**config.mk**
```make
export PLATFORM = sky130hd
export DESIGN_NAME = pfc_top
export DESIGN_NICKNAME = d
export VERILOG_FILES = /design/src/pfc_pkg.sv /design/src/pfc_div_if.sv /design/src/pfc_ratio_dec.sv /design/src/pfc_top.sv
export SDC_FILE = /design/constraint.sdc
export NUM_CORES = 1
export LEC_CHECK = 0
export BUFFER_PORTS_ARGS = -buffer_cell sky130_fd_sc_hd__buf_2
export CAP_MARGIN = 15
export CORE_ASPECT_RATIO = 0.5
export CORE_MARGIN = 2
export CORE_UTILIZATION = 40
export DETAILED_ROUTE_END_ITERATION = 12
export PLACE_DENSITY = 0.68
export SYNTH_ARGS = -nofsm -noshare
export SYNTH_HDL_FRONTEND = slang
export SYNTH_SLANG_ARGS = --single-unit
```
**constraint.sdc**
```tcl
create_clock -name clk_sys_i -period 6.8 [get_ports clk_sys_i]
set_input_delay 0.68 -clock clk_sys_i [delete_from_list [all_inputs] [get_ports clk_sys_i]]
set_output_delay 0.68 -clock clk_sys_i [all_outputs]
set_load 0.005 [all_outputs]
```
**src/pfc_pkg.sv**
```systemverilog
// package of constants and types for the pll frequency configuration block
package pfc_pkg;

    // ----------------------------------------
    // register offsets (byte addresses)
    // ----------------------------------------
    localparam logic [7:0] PFC_ADDR_OUTDIV = 8'h10;
    localparam logic [7:0] PFC_ADDR_FBINT = 8'h11;
    localparam logic [7:0] PFC_ADDR_FRAC_H = 8'h12;
    localparam logic [7:0] PFC_ADDR_FRAC_M = 8'h13;
    localparam logic [7:0] PFC_ADDR_FRAC_L = 8'h14;
    localparam logic [7:0] PFC_ADDR_CTRL0 = 8'h15;
    localparam logic [7:0] PFC_ADDR_CTRL1 = 8'h50;
    localparam logic [7:0] PFC_ADDR_SENS = 8'h5A;
    localparam logic [7:0] PFC_ADDR_STATUS = 8'h60;
    localparam logic [7:0] PFC_ADDR_PLLDIV = 8'h64;
    localparam logic [7:0] PFC_ADDR_PLLFB = 8'h68;
    localparam logic [7:0] PFC_ADDR_CENTRE = 8'h6C;

    // ----------------------------------------
    // control register bit positions
    // ----------------------------------------
    localparam int PFC_BIT_OE_REG = 7;
    localparam int PFC_BIT_VCTUNE_DIS = 3;
    localparam int PFC_BIT_CALIB = 2;
    localparam int PFC_BIT_GLITCHLESS = 1;
    localparam int PFC_BIT_RESTORE = 0;

    // ----------------------------------------
    // field widths and factory defaults
    // ----------------------------------------
    localparam int PFC_DIV_W = 4;
    localparam int PFC_INT_W = 6;
    localparam int PFC_FRAC_W = 24;
    localparam int PFC_SENS_W = 4;
    localparam int PFC_RATIO_W = 6;
    localparam logic [3:0] PFC_DEF_SENS = 4'h0;
    localparam logic [3:0] PFC_DEF_DIV = 4'hA;
    localparam logic [5:0] PFC_DEF_INT = 6'h19;
    localparam logic [23:0] PFC_DEF_FRAC = 24'h3B2F2C;

    // ----------------------------------------
    // timing at 40 MHz
    // ----------------------------------------
    localparam int PFC_CLK_PS = 25000;
    localparam int PFC_OE_OFF_NS = 100;
    localparam int PFC_OE_ON_US = 10;
    localparam int PFC_CAL_US = 1500;
    localparam int PFC_OE_OFF_CYC = (PFC_OE_OFF_NS * 1000) / PFC_CLK_PS;
    localparam int PFC_OE_ON_CYC = (PFC_OE_ON_US * 1000000) / PFC_CLK_PS;
    localparam int PFC_CAL_CYC = (PFC_CAL_US * 1000000) / PFC_CLK_PS;
    // two sync flops, off exit and run entry come out of the wake budget
    localparam int PFC_OE_WAKE_LAT = 4;

    typedef enum logic [2:0] {
        PFC_ST_BOOT = 3'b000,
        PFC_ST_RUN = 3'b001,
        PFC_ST_CAL = 3'b010,
        PFC_ST_OFF = 3'b011,
        PFC_ST_WAKE = 3'b100
    } pfc_state_t;

endpackage : pfc_pkg

```
**src/pfc_div_if.sv**
```systemverilog
// interface carrying the pll-facing divider code to the ratio decoder and its ratio back
`timescale 1ns/100ps
`default_nettype none
interface pfc_div_if;
    logic [3:0] code;
    logic [5:0] ratio;
    modport src (output code, input ratio);
    modport dec (input code, output ratio);
endinterface : pfc_div_if
`default_nettype wire

```
**src/pfc_ratio_dec.sv**
```systemverilog
// output divider code to division ratio decoder
`timescale 1ns/100ps
`default_nettype none
module pfc_ratio_dec
    import pfc_pkg::*;
(
    pfc_div_if.dec div
);
    always_comb begin
        case (div.code)
            4'h0: div.ratio = 6'h04;
            4'h1: div.ratio = 6'h05;
            4'h2: div.ratio = 6'h06;
            4'h3: div.ratio = 6'h07;
            4'h4: div.ratio = 6'h08;
            4'h5: div.ratio = 6'h0A;
            4'h6: div.ratio = 6'h0C;
            4'h7: div.ratio = 6'h0E;
            4'h8: div.ratio = 6'h10;
            4'h9: div.ratio = 6'h14;
            4'hA: div.ratio = 6'h18;
            4'hB: div.ratio = 6'h1C;
            4'hC: div.ratio = 6'h20;
            4'hD: div.ratio = 6'h28;
            4'hE: div.ratio = 6'h30;
            default: div.ratio = 6'h38;
        endcase
    end
endmodule : pfc_ratio_dec
`default_nettype wire

```
**src/pfc_top.sv**
```systemverilog
// pll frequency configuration: user and pll register sets, retune, output enable
`timescale 1ns/100ps
`default_nettype none
module pfc_top
    import pfc_pkg::*;
#(
    parameter int CAL_CYC = PFC_CAL_CYC,
    parameter int OE_ON_CYC = PFC_OE_ON_CYC
) (
    input wire logic clk_sys_i,
    input wire logic rstn_i,
    input wire logic wb_cyc_i,
    input wire logic wb_stb_i,
    input wire logic wb_we_i,
    input wire logic [7:0] wb_adr_i,
    input wire logic [3:0] wb_sel_i,
    input wire logic [31:0] wb_dat_i,
    output logic [31:0] wb_dat_o,
    output logic wb_ack_o,
    input wire logic oe_pin_i,
    output logic clk_run_o,
    output logic out_standby_o,
    output logic [PFC_SENS_W-1:0] pull_sensitivity_code_o,
    output logic [PFC_DIV_W-1:0] output_divider_code_o,
    output logic [PFC_RATIO_W-1:0] output_ratio_o,
    output logic [PFC_INT_W-1:0] feedback_integer_o,
    output logic [PFC_FRAC_W-1:0] feedback_fraction_o,
    output logic calibrating_o
);

    // ----------------------------------------
    // state
    // ----------------------------------------
    pfc_state_t st_r, st_nxt;
    logic [3:0] sens_r, sens_nxt;
    logic [3:0] udiv_r, udiv_nxt;
    logic [5:0] uint_r, uint_nxt;
    logic [23:0] ufrac_r, ufrac_nxt;
    logic [3:0] pdiv_r, pdiv_nxt;
    logic [5:0] pint_r, pint_nxt;
    logic [23:0] pfrac_r, pfrac_nxt;
    logic [3:0] cdiv_r, cdiv_nxt;
    logic [5:0] cint_r, cint_nxt;
    logic [23:0] cfrac_r, cfrac_nxt;
    logic [7:0] ctrl_r, ctrl_nxt;
    logic [31:0] cnt_r, cnt_nxt;
    logic [31:0] dat_r, dat_nxt;
    logic ack_r, ack_nxt;
    logic oe_s1_r, oe_s2_r;
    logic ld_r, ld_nxt;

    pfc_div_if div_if ();
    pfc_ratio_dec u_dec (.div(div_if));
    assign div_if.code = pdiv_r;

    wire wr = wb_cyc_i && wb_stb_i && wb_we_i && !ack_r && wb_sel_i[0];
    wire rd = wb_cyc_i && wb_stb_i && !wb_we_i && !ack_r;
    wire [7:0] wd = wb_dat_i[7:0];
    wire ctrl_wr = wr && (wb_adr_i == PFC_ADDR_CTRL0 || wb_adr_i == PFC_ADDR_CTRL1);
    // oe_reg bit, when set, masks the pin like an internal disable
    wire oe_on = oe_s2_r && !ctrl_r[PFC_BIT_OE_REG];

    // ----------------------------------------
    // pin synchroniser
    // ----------------------------------------
    always_ff @(posedge clk_sys_i or negedge rstn_i) begin
        if (!rstn_i) begin
            oe_s1_r <= 1'b0;
            oe_s2_r <= 1'b0;
        end else begin
            oe_s1_r <= oe_pin_i;
            oe_s2_r <= oe_s1_r;
        end
    end

    // ----------------------------------------
    // next state
    // ----------------------------------------
    always_comb begin
        st_nxt = st_r;
        sens_nxt = sens_r;
        udiv_nxt = udiv_r;
        uint_nxt = uint_r;
        ufrac_nxt = ufrac_r;
        pdiv_nxt = pdiv_r;
        pint_nxt = pint_r;
        pfrac_nxt = pfrac_r;
        cdiv_nxt = cdiv_r;
        cint_nxt = cint_r;
        cfrac_nxt = cfrac_r;
        ctrl_nxt = ctrl_r;
        cnt_nxt = cnt_r;
        ld_nxt = 1'b0;
        // user register writes; allowed any time
        if (wr) begin
            case (wb_adr_i)
                PFC_ADDR_OUTDIV: udiv_nxt = wd[3:0];
                PFC_ADDR_FBINT: uint_nxt = wd[5:0];
                PFC_ADDR_FRAC_H: ufrac_nxt[23:16] = wd;
                PFC_ADDR_FRAC_M: ufrac_nxt[15:8] = wd;
                PFC_ADDR_FRAC_L: ufrac_nxt[7:0] = wd;
                PFC_ADDR_SENS: sens_nxt = wd[3:0];
                PFC_ADDR_CTRL0, PFC_ADDR_CTRL1: begin
                    ctrl_nxt[PFC_BIT_OE_REG] = wd[PFC_BIT_OE_REG];
                    ctrl_nxt[PFC_BIT_VCTUNE_DIS] = wd[PFC_BIT_VCTUNE_DIS];
                end
                default: ;
            endcase
        end
        case (st_r)
            PFC_ST_BOOT: begin
                // defaults already in the user set; push them to the pll set
                pdiv_nxt = udiv_r;
                pint_nxt = uint_r;
                pfrac_nxt = ufrac_r;
                cdiv_nxt = udiv_r;
                cint_nxt = uint_r;
                cfrac_nxt = ufrac_r;
                cnt_nxt = 32'(CAL_CYC);
                st_nxt = PFC_ST_CAL;
            end
            PFC_ST_RUN: begin
                if (ctrl_wr && wd[PFC_BIT_CALIB]) begin
                    // full reload, clock stops while calibrating
                    pdiv_nxt = udiv_r;
                    pint_nxt = uint_r;
                    pfrac_nxt = ufrac_r;
                    cdiv_nxt = udiv_r;
                    cint_nxt = uint_r;
                    cfrac_nxt = ufrac_r;
                    ctrl_nxt[PFC_BIT_CALIB] = 1'b1;
                    cnt_nxt = 32'(CAL_CYC);
                    st_nxt = PFC_ST_CAL;
                end else if (ctrl_wr && wd[PFC_BIT_GLITCHLESS]) begin
                    // divider code untouched: only int and frac move, clock keeps running
                    pint_nxt = uint_r;
                    pfrac_nxt = ufrac_r;
                    ctrl_nxt[PFC_BIT_GLITCHLESS] = 1'b1;
                    ld_nxt = 1'b1;
                end else if (!oe_on) begin
                    cnt_nxt = 32'(PFC_OE_OFF_CYC);
                    st_nxt = PFC_ST_OFF;
                end
                if (ld_r) begin
                    ctrl_nxt[PFC_BIT_GLITCHLESS] = 1'b0;
                end
            end
            PFC_ST_CAL: begin
                if (cnt_r == 32'h00000000) begin
                    ctrl_nxt[PFC_BIT_CALIB] = 1'b0;
                    st_nxt = PFC_ST_RUN;
                end else begin
                    cnt_nxt = cnt_r - 32'h00000001;
                end
            end
            PFC_ST_OFF: begin
                if (oe_on) begin
                    cnt_nxt = 32'(OE_ON_CYC - PFC_OE_WAKE_LAT);
                    st_nxt = PFC_ST_WAKE;
                end
            end
            PFC_ST_WAKE: begin
                // limitation: wake always waits out the whole enable budget, not the real lock time
                if (!oe_on) begin
                    st_nxt = PFC_ST_OFF;
                end else if (cnt_r == 32'h00000000) begin
                    st_nxt = PFC_ST_RUN;
                end else begin
                    cnt_nxt = cnt_r - 32'h00000001;
                end
            end
            default: st_nxt = PFC_ST_BOOT;
        endcase
    end

    // ----------------------------------------
    // bus answer
    // ----------------------------------------
    // ack is registered: one wait state, but no combinational path back to the master
    always_comb begin
        ack_nxt = wb_cyc_i && wb_stb_i && !ack_r;
        dat_nxt = dat_r;
        if (rd) begin
            case (wb_adr_i)
                PFC_ADDR_OUTDIV: dat_nxt = {28'h0000000, udiv_r};
                PFC_ADDR_FBINT: dat_nxt = {26'h0000000, uint_r};
                PFC_ADDR_FRAC_H: dat_nxt = {24'h000000, ufrac_r[23:16]};
                PFC_ADDR_FRAC_M: dat_nxt = {24'h000000, ufrac_r[15:8]};
                PFC_ADDR_FRAC_L: dat_nxt = {24'h000000, ufrac_r[7:0]};
                PFC_ADDR_CTRL0, PFC_ADDR_CTRL1: dat_nxt = {24'h000000, ctrl_r};
                PFC_ADDR_SENS: dat_nxt = {28'h0000000, sens_r};
                PFC_ADDR_STATUS: dat_nxt = {29'h00000000, st_r};
                PFC_ADDR_PLLDIV: dat_nxt = {28'h0000000, pdiv_r};
                PFC_ADDR_PLLFB: dat_nxt = {2'h0, pint_r, pfrac_r};
                PFC_ADDR_CENTRE: dat_nxt = {cdiv_r, 2'h0, cint_r[5:0], cfrac_r[23:4]};
                default: dat_nxt = 32'h00000000;
            endcase
        end
    end

    // read data stands until the next read, so a slow master still sees it
    always_ff @(posedge clk_sys_i or negedge rstn_i) begin
        if (!rstn_i) begin
            dat_r <= 32'h00000000;
            ack_r <= 1'b0;
        end else begin
            dat_r <= dat_nxt;
            ack_r <= ack_nxt;
        end
    end

    // ----------------------------------------
    // registers; reset restores factory values
    // ----------------------------------------
    always_ff @(posedge clk_sys_i or negedge rstn_i) begin
        if (!rstn_i) begin
            st_r <= PFC_ST_BOOT;
            sens_r <= PFC_DEF_SENS;
            udiv_r <= PFC_DEF_DIV;
            uint_r <= PFC_DEF_INT;
            ufrac_r <= PFC_DEF_FRAC;
            pdiv_r <= PFC_DEF_DIV;
            pint_r <= PFC_DEF_INT;
            pfrac_r <= PFC_DEF_FRAC;
            cdiv_r <= PFC_DEF_DIV;
            cint_r <= PFC_DEF_INT;
            cfrac_r <= PFC_DEF_FRAC;
            ctrl_r <= 8'h00;
            cnt_r <= 32'h00000000;
            ld_r <= 1'b0;
        end else begin
            st_r <= st_nxt;
            sens_r <= sens_nxt;
            udiv_r <= udiv_nxt;
            uint_r <= uint_nxt;
            ufrac_r <= ufrac_nxt;
            pdiv_r <= pdiv_nxt;
            pint_r <= pint_nxt;
            pfrac_r <= pfrac_nxt;
            cdiv_r <= cdiv_nxt;
            cint_r <= cint_nxt;
            cfrac_r <= cfrac_nxt;
            ctrl_r <= ctrl_nxt;
            cnt_r <= cnt_nxt;
            ld_r <= ld_nxt;
        end
    end

    // ----------------------------------------
    // outputs
    // ----------------------------------------
    assign wb_ack_o = ack_r;
    assign wb_dat_o = dat_r;
    assign clk_run_o = (st_r == PFC_ST_RUN);
    assign out_standby_o = (st_r == PFC_ST_OFF) || (st_r == PFC_ST_WAKE);
    assign calibrating_o = (st_r == PFC_ST_CAL) || (st_r == PFC_ST_BOOT);
    assign pull_sensitivity_code_o = sens_r;
    assign output_divider_code_o = pdiv_r;
    assign output_ratio_o = div_if.ratio;
    assign feedback_integer_o = pint_r;
    assign feedback_fraction_o = pfrac_r;

endmodule : pfc_top
`default_nettype wire

```
==> impl_summary.log, run 1 <==
[metrics] Avg Vias per Cell: 5.71
[metrics] total wire length: 21600 µm
[metrics] measured slew at the worst slew-check pin: 1.22 ns
[metrics] drt first pass iters: 5
[metrics] path class of the lowest-slack min-delay path: primary input to asynchronous set/reset pin
[metrics] worst setup margin: 3.27 ns
[metrics] crit start category: flop
[metrics] width of the die: 207 µm
[metrics] number of input and output port buffers inserted: 102
[metrics] detailed placement HPWL: 14100 µm
[metrics] Commonest cells post-synth: dfrtp_1, mux2_2, nor2_1, dfstp_2, nand2_1
[metrics] final core utilization: 0.473
[metrics] data arrival time of the critical path: 3.85 ns
[metrics] number of endpoints failing setup at the final stage: 0
[metrics] routability cong.: 0.878
[metrics] result of the run: finished clean
[metrics] total global-route track usage: 0.206
[metrics] flop and latch count out of synthesis: 173
[metrics] number of antenna violations at the first check in global routing: 1
[metrics] hold buffer count at CTS: 0
[metrics] worst IR drop on VDD: 0.212 mV
[metrics] worst clock skew: 0.0123 ns
[metrics] fraction of final layout cells with drive strength greater than 1: 0.382
[metrics] Initial Util: 0.404
[metrics] buffer depth of the longest clock path: 2
[metrics] remaining routing DRC violations: 0
[metrics] TritonCTS clock tree: done
[metrics] most used flip-flop cell after synthesis: dfrtp_1
[metrics] die span in y: 105 µm
[metrics] leak pwr: 4.46 nW
[metrics] library cells used by synthesis: 61
[metrics] Diodes inserted: 0
[metrics] number of top-level pins: 130
[metrics] core footprint: 0.0204 mm²
[metrics] required time of the worst setup path: 7.11 ns
[metrics] top-count cell post-synth: dfrtp_1
[metrics] Antenna Nets Post-Route: 0
[metrics] Clock Sink Count: 173
[metrics] final slew viol count: 0
[metrics] final net count: 876
[metrics] shortest clock period the worst path allows after layout: 3.53 ns
[metrics] GRT overflow: 0
[metrics] number of enable-type register cells in the synthesized netlist: 0
[metrics] worst slack after detailed placement: 3.30 ns
[metrics] H-tree depth: 4
[metrics] CTS root buffer: clkbuf_16
[metrics] Worst slew margin: 0.184
[metrics] clock transition at the register clock pins on the worst setup and hold paths after CTS: 0.07 ns
[metrics] wire length of the first global-routing pass: 34500 µm
[metrics] kind of end point of the critical path: flop
[metrics] Layout area overhead: 17.0%
[metrics] number of buffers added by the clock tree synthesis step: 17
[metrics] detailed-route wire length per cell: 19.4 µm
[metrics] Post-CTS Resized: 0
[metrics] area share of the largest cell type after synthesis: 0.374
[metrics] part of the cycle the worst path needs: 0.519
[metrics] synthesized instance count: 742
[metrics] post-synthesis cell area: 0.00824 mm²
[metrics] final hold violations: 0
[metrics] 1st-iter DRT viols: 562
[metrics] vias in the first global route: 6220
[metrics] setup repair after global routing missed its margin: false
[metrics] Die Area: 0.0218 mm²
[metrics] total number of vias: 6347
[metrics] clock latency of the later-clocked register in the worst-skew pair: 0.44 ns
[metrics] share of the yosys chip area belonging to registers: 0.533
[metrics] Area contributors post-synth: dfrtp_1, dfstp_2, mux2_2
[metrics] number of max-cap violations: 0
[metrics] largest fanout on the critical path: 18
[metrics] biggest area consumer among synthesized cells: dfrtp_1
[metrics] Syn Nets: 793
[metrics] Yosys Warn Count: 0
[metrics] power density over the cells: 290 mW/mm²
[metrics] buffer count from post-CTS setup fixing: 0
[metrics] critical path class: flop to flop
[metrics] Synth async-reset ratio: 1.00
[metrics] largest net degree at the start of global routing: 120
[metrics] average footprint of a synthesized cell: 11.1 µm²
[metrics] Peak Freq: 283 MHz
[metrics] total negative slack: 0 ns
[metrics] row count: 37
## power breakdown
group          switching, W  total [W]  internal [W]  leakage [nW]
Combinational      0.000282   0.000495      0.000213          2.00
Sequential        0.0000981    0.00123       0.00114          2.15
Clock              0.000465    0.00107      0.000600         0.313
## cells by family (layout without fill, tap and decap cells)
kind of cell	Yosys count	count (layout)	share of synthesized area
fa+ha+maj	2	2	0.00273
flops	173	173	0.533
compound gates	163	163	0.139
mux	111	111	0.152
buf+inv	58	154	0.0301
simple gates	235	235	0.144
## state kept, by name, summed over array words and instances, names as in the netlist, 6 cells and up
name	cells
cfrac_r	20
ufrac_r	24
wb_dat_o	32
feedback_fraction_o	24
feedback_integer_o	6
cnt_r	32
uint_r	6
cint_r	6
## cells in the final DEF (no fill, tap or decap), types with 3 or more instances in the layout
cell	instances
nor3_1	7
dfstp_2	50
nand3_1	19
o31a_1	3
nor2_1	82
o31ai_1	20
dfrtp_1	123
inv_8	6
nor4_1	11
o21ai_0	18
or3_1	13
clkbuf_16	17
a222oi_1	4
a21oi_2	8
nand4_1	4
o21ai_1	16
a22o_1	11
mux2i_1	8
bufinv_16	3
and3_1	3
a21boi_0	3
nand2_1	45
o211ai_1	4
a31oi_1	3
buf_4	8
nor3b_1	4
nor2b_1	7
a22oi_1	9
or4_1	7
inv_1	10
mux2_2	101
nand2b_1	11
inv_6	3
a21oi_1	32
a221oi_1	20
buf_2	101
or2_2	5
## layout make-up
class                      instances  area (µm²)
sequential                       173        4390
timing repair buffer             112         619
fill                            1846       10700
tap                              273         342
inverter                          10        37.5
clock inverter                    15         216
clock buffer                      17         425
multi-input combinational        511        3610
## final timing paths
kind,startpoint,to,slack (ns),depth (start not counted)
worst max-delay path,cnt_r[0],cnt_r[0],3.27,8
worst min-delay path,rstn_i,wb_dat_o[23],0.15,1
worst max register to register,cnt_r[0],cnt_r[0],3.27,8
worst min register to register,oe_s1_r,oe_s2_r,0.35,0
max in group asynchronous,rstn_i,cnt_r[0],5.16,3
min in group clk_sys_i,oe_pin_i,oe_s1_r,0.35,1
## per-layer routing
metal	up-vias	global-route usage	share of wire
met3	36	0.0516	0.053
li1	2891	-	-
met2	154	0.313	0.47
met4	0	0.0785	0.022
met1	3266	0.283	0.45
met5	-	0	0
## stage by stage
| step | cells | total power, W | hold WS, ns | area, µm² |
|---|---|---|---|---|
| after floorplan | 742 | 0.00158 | 0.331 | 8240 |
| after global placement | 1077 | 0.00172 | 0.344 | 8950 |
| after detailed placement | 1077 | 0.00174 | 0.340 | 8950 |
| after CTS | 1109 | 0.00280 | 0.334 | 9600 |
| after global routing | 1111 | 0.00292 | 0.171 | 9640 |
| final | 1111 | 0.00279 | 0.146 | 9640 |
## critical path, cell delays in order (launching register included)
cell,delay (ns)
dfrtp_1,0.43
inv_1,0.08
ha_1,0.18
nor3b_1,0.68
nand2_1,0.18
or4_4,0.62
a21oi_4,0.47
or2_2,0.41
mux2_1,0.36
Note: power is estimated with default switching activity, not from simulation.
==> inputs of run 2 (changes only) <==
--- a/config.mk
+++ b/config.mk
@@ -11,7 +11,7 @@
 export CORE_MARGIN = 2
 export CORE_UTILIZATION = 40
 export DETAILED_ROUTE_END_ITERATION = 12
-export PLACE_DENSITY = 0.68
+export PLACE_DENSITY = 0.7
 export SYNTH_ARGS = -nofsm -noshare
 export SYNTH_HDL_FRONTEND = slang
 export SYNTH_SLANG_ARGS = --single-unit
==> constraint.sdc (replaced) <==
create_clock -name clk_sys_i -period 3.2 [get_ports clk_sys_i]
set_input_delay 0.32 -clock clk_sys_i [delete_from_list [all_inputs] [get_ports clk_sys_i]]
set_output_delay 0.32 -clock clk_sys_i [all_outputs]
set_load 0.005 [all_outputs]
==> run 2 against run 1 <==
Flip-flop and latch count unchanged. Count of clock-buffer cells in the layout rose by 3. Clock power up 89%. Core utilization increased by 0.49 points. Worst setup slack worse by 2.9 ns. Via count grew 1.6%. Cell area grew 1.0%. Die area unchanged. Total power is 110% higher. Sequential share of layout area decreased by 0.47 points.
==> impl_summary.log, run 2 (synthesis gave the netlist of run 1 again) <==
[metrics] part of the cycle the worst path needs: 0.899
[metrics] worst-case hold path end point: ufrac_r[12]
[metrics] cell area after placement: 0.00913 mm²
[metrics] fraction of final layout cells with drive strength greater than 1: 0.393
[metrics] Sequential cell area: 0.00439 mm²
[metrics] startpoint of the worst-slack reg-to-reg timing path: cnt_r[15]
[metrics] data arrival time of the critical path: 3.19 ns
[metrics] Most Crowded Layer GR: met2
[metrics] number of top-level pins: 130
[metrics] total global-route track usage: 0.204
[metrics] number of antenna violations at the first check in global routing: 1
[metrics] final slew viol count: 0
[metrics] Antenna Nets Post-Route: 0
[metrics] Crit path largest cell delay: 0.63 ns
[metrics] reg2reg setup slack: 0.32 ns
[metrics] GRT overflow: 0
[metrics] 1st-iter DRT viols: 557
[metrics] Fill cells: 1878
[metrics] measured slew at the worst slew-check pin: 0.678 ns
[metrics] total wire length: 21600 µm
[metrics] shortest clock period the worst path allows after layout: 2.88 ns
[metrics] Clock Sink Count: 173
[metrics] Avg Vias per Cell: 5.70
[metrics] critical path class: flop to flop
[metrics] worst hold path cell count: 2
[metrics] Post-CTS Resized: 0
[metrics] worst flop-to-flop path endpoint: cnt_r[0]
[metrics] largest fanout on the critical path: 13
[metrics] worst clock skew: 0.0128 ns
[metrics] met2 track utilization from global routing: 0.314
[metrics] final net count: 897
[metrics] number of endpoints failing setup at the final stage: 0
[metrics] number of cell instances on the worst register-to-register path: 6
[metrics] detailed placement HPWL: 14600 µm
[metrics] final cell count without fillers: 1132
[metrics] area taken by multi-input logic gates: 0.00361 mm²
[metrics] final non-filler cell area: 0.00974 mm²
[metrics] largest net degree at the start of global routing: 61
[metrics] Peak Freq: 348 MHz
[metrics] routability cong.: 0.909
[metrics] Initial Util: 0.404
[metrics] met1 usage: 0.285
[metrics] most common library cell in the layout ignoring fill and taps: dfrtp_1
[metrics] row count: 37
[metrics] worst IR drop on VDD: 0.416 mV
[metrics] width of the die: 207 µm
[metrics] buffer depth of the longest clock path: 2
[metrics] detailed-route wire length per cell: 19.1 µm
[metrics] wire length of the first global-routing pass: 34400 µm
[metrics] CTS root buffer: clkbuf_16
[metrics] M3 GR Usage: 0.0445
[metrics] crit start category: flop
[metrics] power density over the cells: 588 mW/mm²
[metrics] buffers and inverters on the worst path: 0
[metrics] count of placed standard cells including taps: 1097
[metrics] H-tree depth: 4
[metrics] top library cells by usage in the layout, fill and taps aside: dfrtp_1, mux2_2, buf_2, nor2_1, dfstp_2
[metrics] kind of end point of the critical path: flop
[metrics] setup repair after global routing missed its margin: false
[metrics] number of buffers added by the clock tree synthesis step: 17
[metrics] number of max-cap violations: 0
[metrics] slowest stage cell on the critical path: or4_4
[metrics] Die Area: 0.0218 mm²
[metrics] TritonCTS clock tree: done
[metrics] drt first pass iters: 5
[metrics] number of input and output port buffers inserted: 102
[metrics] remaining routing DRC violations: 0
[metrics] total negative slack: 0 ns
[metrics] path class of the lowest-slack min-delay path: primary input to flop
[metrics] most common cell type on the critical path: or4_4
[metrics] ordered cell list for the critical path: or4_4 > or2_4 > or4_4 > a21oi_4 > or2_2 > mux2_1
[metrics] core footprint: 0.0204 mm²
[metrics] vias in the first global route: 6286
[metrics] Worst slew margin: 0.544
[metrics] total number of vias: 6450
[metrics] result of the run: finished clean
[metrics] leak pwr: 4.53 nW
[metrics] critical hold path startpoint: wb_dat_i[4]
[metrics] clock latency of the later-clocked register in the worst-skew pair: 0.43 ns
[metrics] die span in y: 105 µm
[metrics] final hold violations: 0
[metrics] Top Family by Delay on Critical Path: simple AND/OR/NAND/NOR gates
[metrics] required time of the worst setup path: 3.51 ns
[metrics] Layout area overhead: 18.2%
[metrics] clock transition at the register clock pins on the worst setup and hold paths after CTS: 0.07 ns
-- run 2: worst max path at each step --
stage,start,depth (start not counted),endpoint
after floorplan,cnt_r[15],7,cnt_r[0]
after global placement,cnt_r[15],6,cnt_r[0]
after detailed placement,cnt_r[15],6,cnt_r[0]
after CTS,cnt_r[15],6,cnt_r[0]
after global routing,cnt_r[15],6,cnt_r[27]
final,cnt_r[15],6,cnt_r[0]
-- run 2: power by group --
group          total, W  switching [W]  internal (W)
Sequential      0.00261       0.000199       0.00241
Clock           0.00202       0.000937       0.00108
Combinational   0.00110       0.000612      0.000488
Total           0.00573        0.00175       0.00398
-- run 2: stage by stage --
| step | setup slack [ns] | total power (W) | utilization | hold slack, ns |
|---|---|---|---|---|
| finish | 0.324 | 0.00573 | 0.478 | 0.191 |
| global route | 0.230 | 0.00600 | 0.478 | 0.184 |
| CTS | 0.344 | 0.00575 | 0.477 | 0.182 |
| detailed placement | 0.363 | 0.00374 | 0.448 | 0.333 |
| global placement | 0.387 | 0.00370 | 0.448 | 0.333 |
| floorplan | 0.486 | 0.00335 | - | 0.0244 |
-- run 2: metal layers --
layer  part of all wire  routed length [µm]
met5                  0                   0
met4              0.020                 430
met3              0.047                1010
met2               0.48               10300
met1               0.46                9900
-- run 2: area by class of cell --
cell class,count,share of cell area
Timing Repair Buffer,133,0.0821
Tap cell,273,0.0351
Antenna cell,1,0.000257
Clock inverter,11,0.00938
Clock buffer,20,0.0481
Multi-Input combinational cell,511,0.370
Sequential cell,173,0.451
Inverter,10,0.00385
-- run 2: timing repair --
action	in CTS	in global routing
buffers inserted	0	0
hold endpoints to repair	55	0
hold buffers	2	0
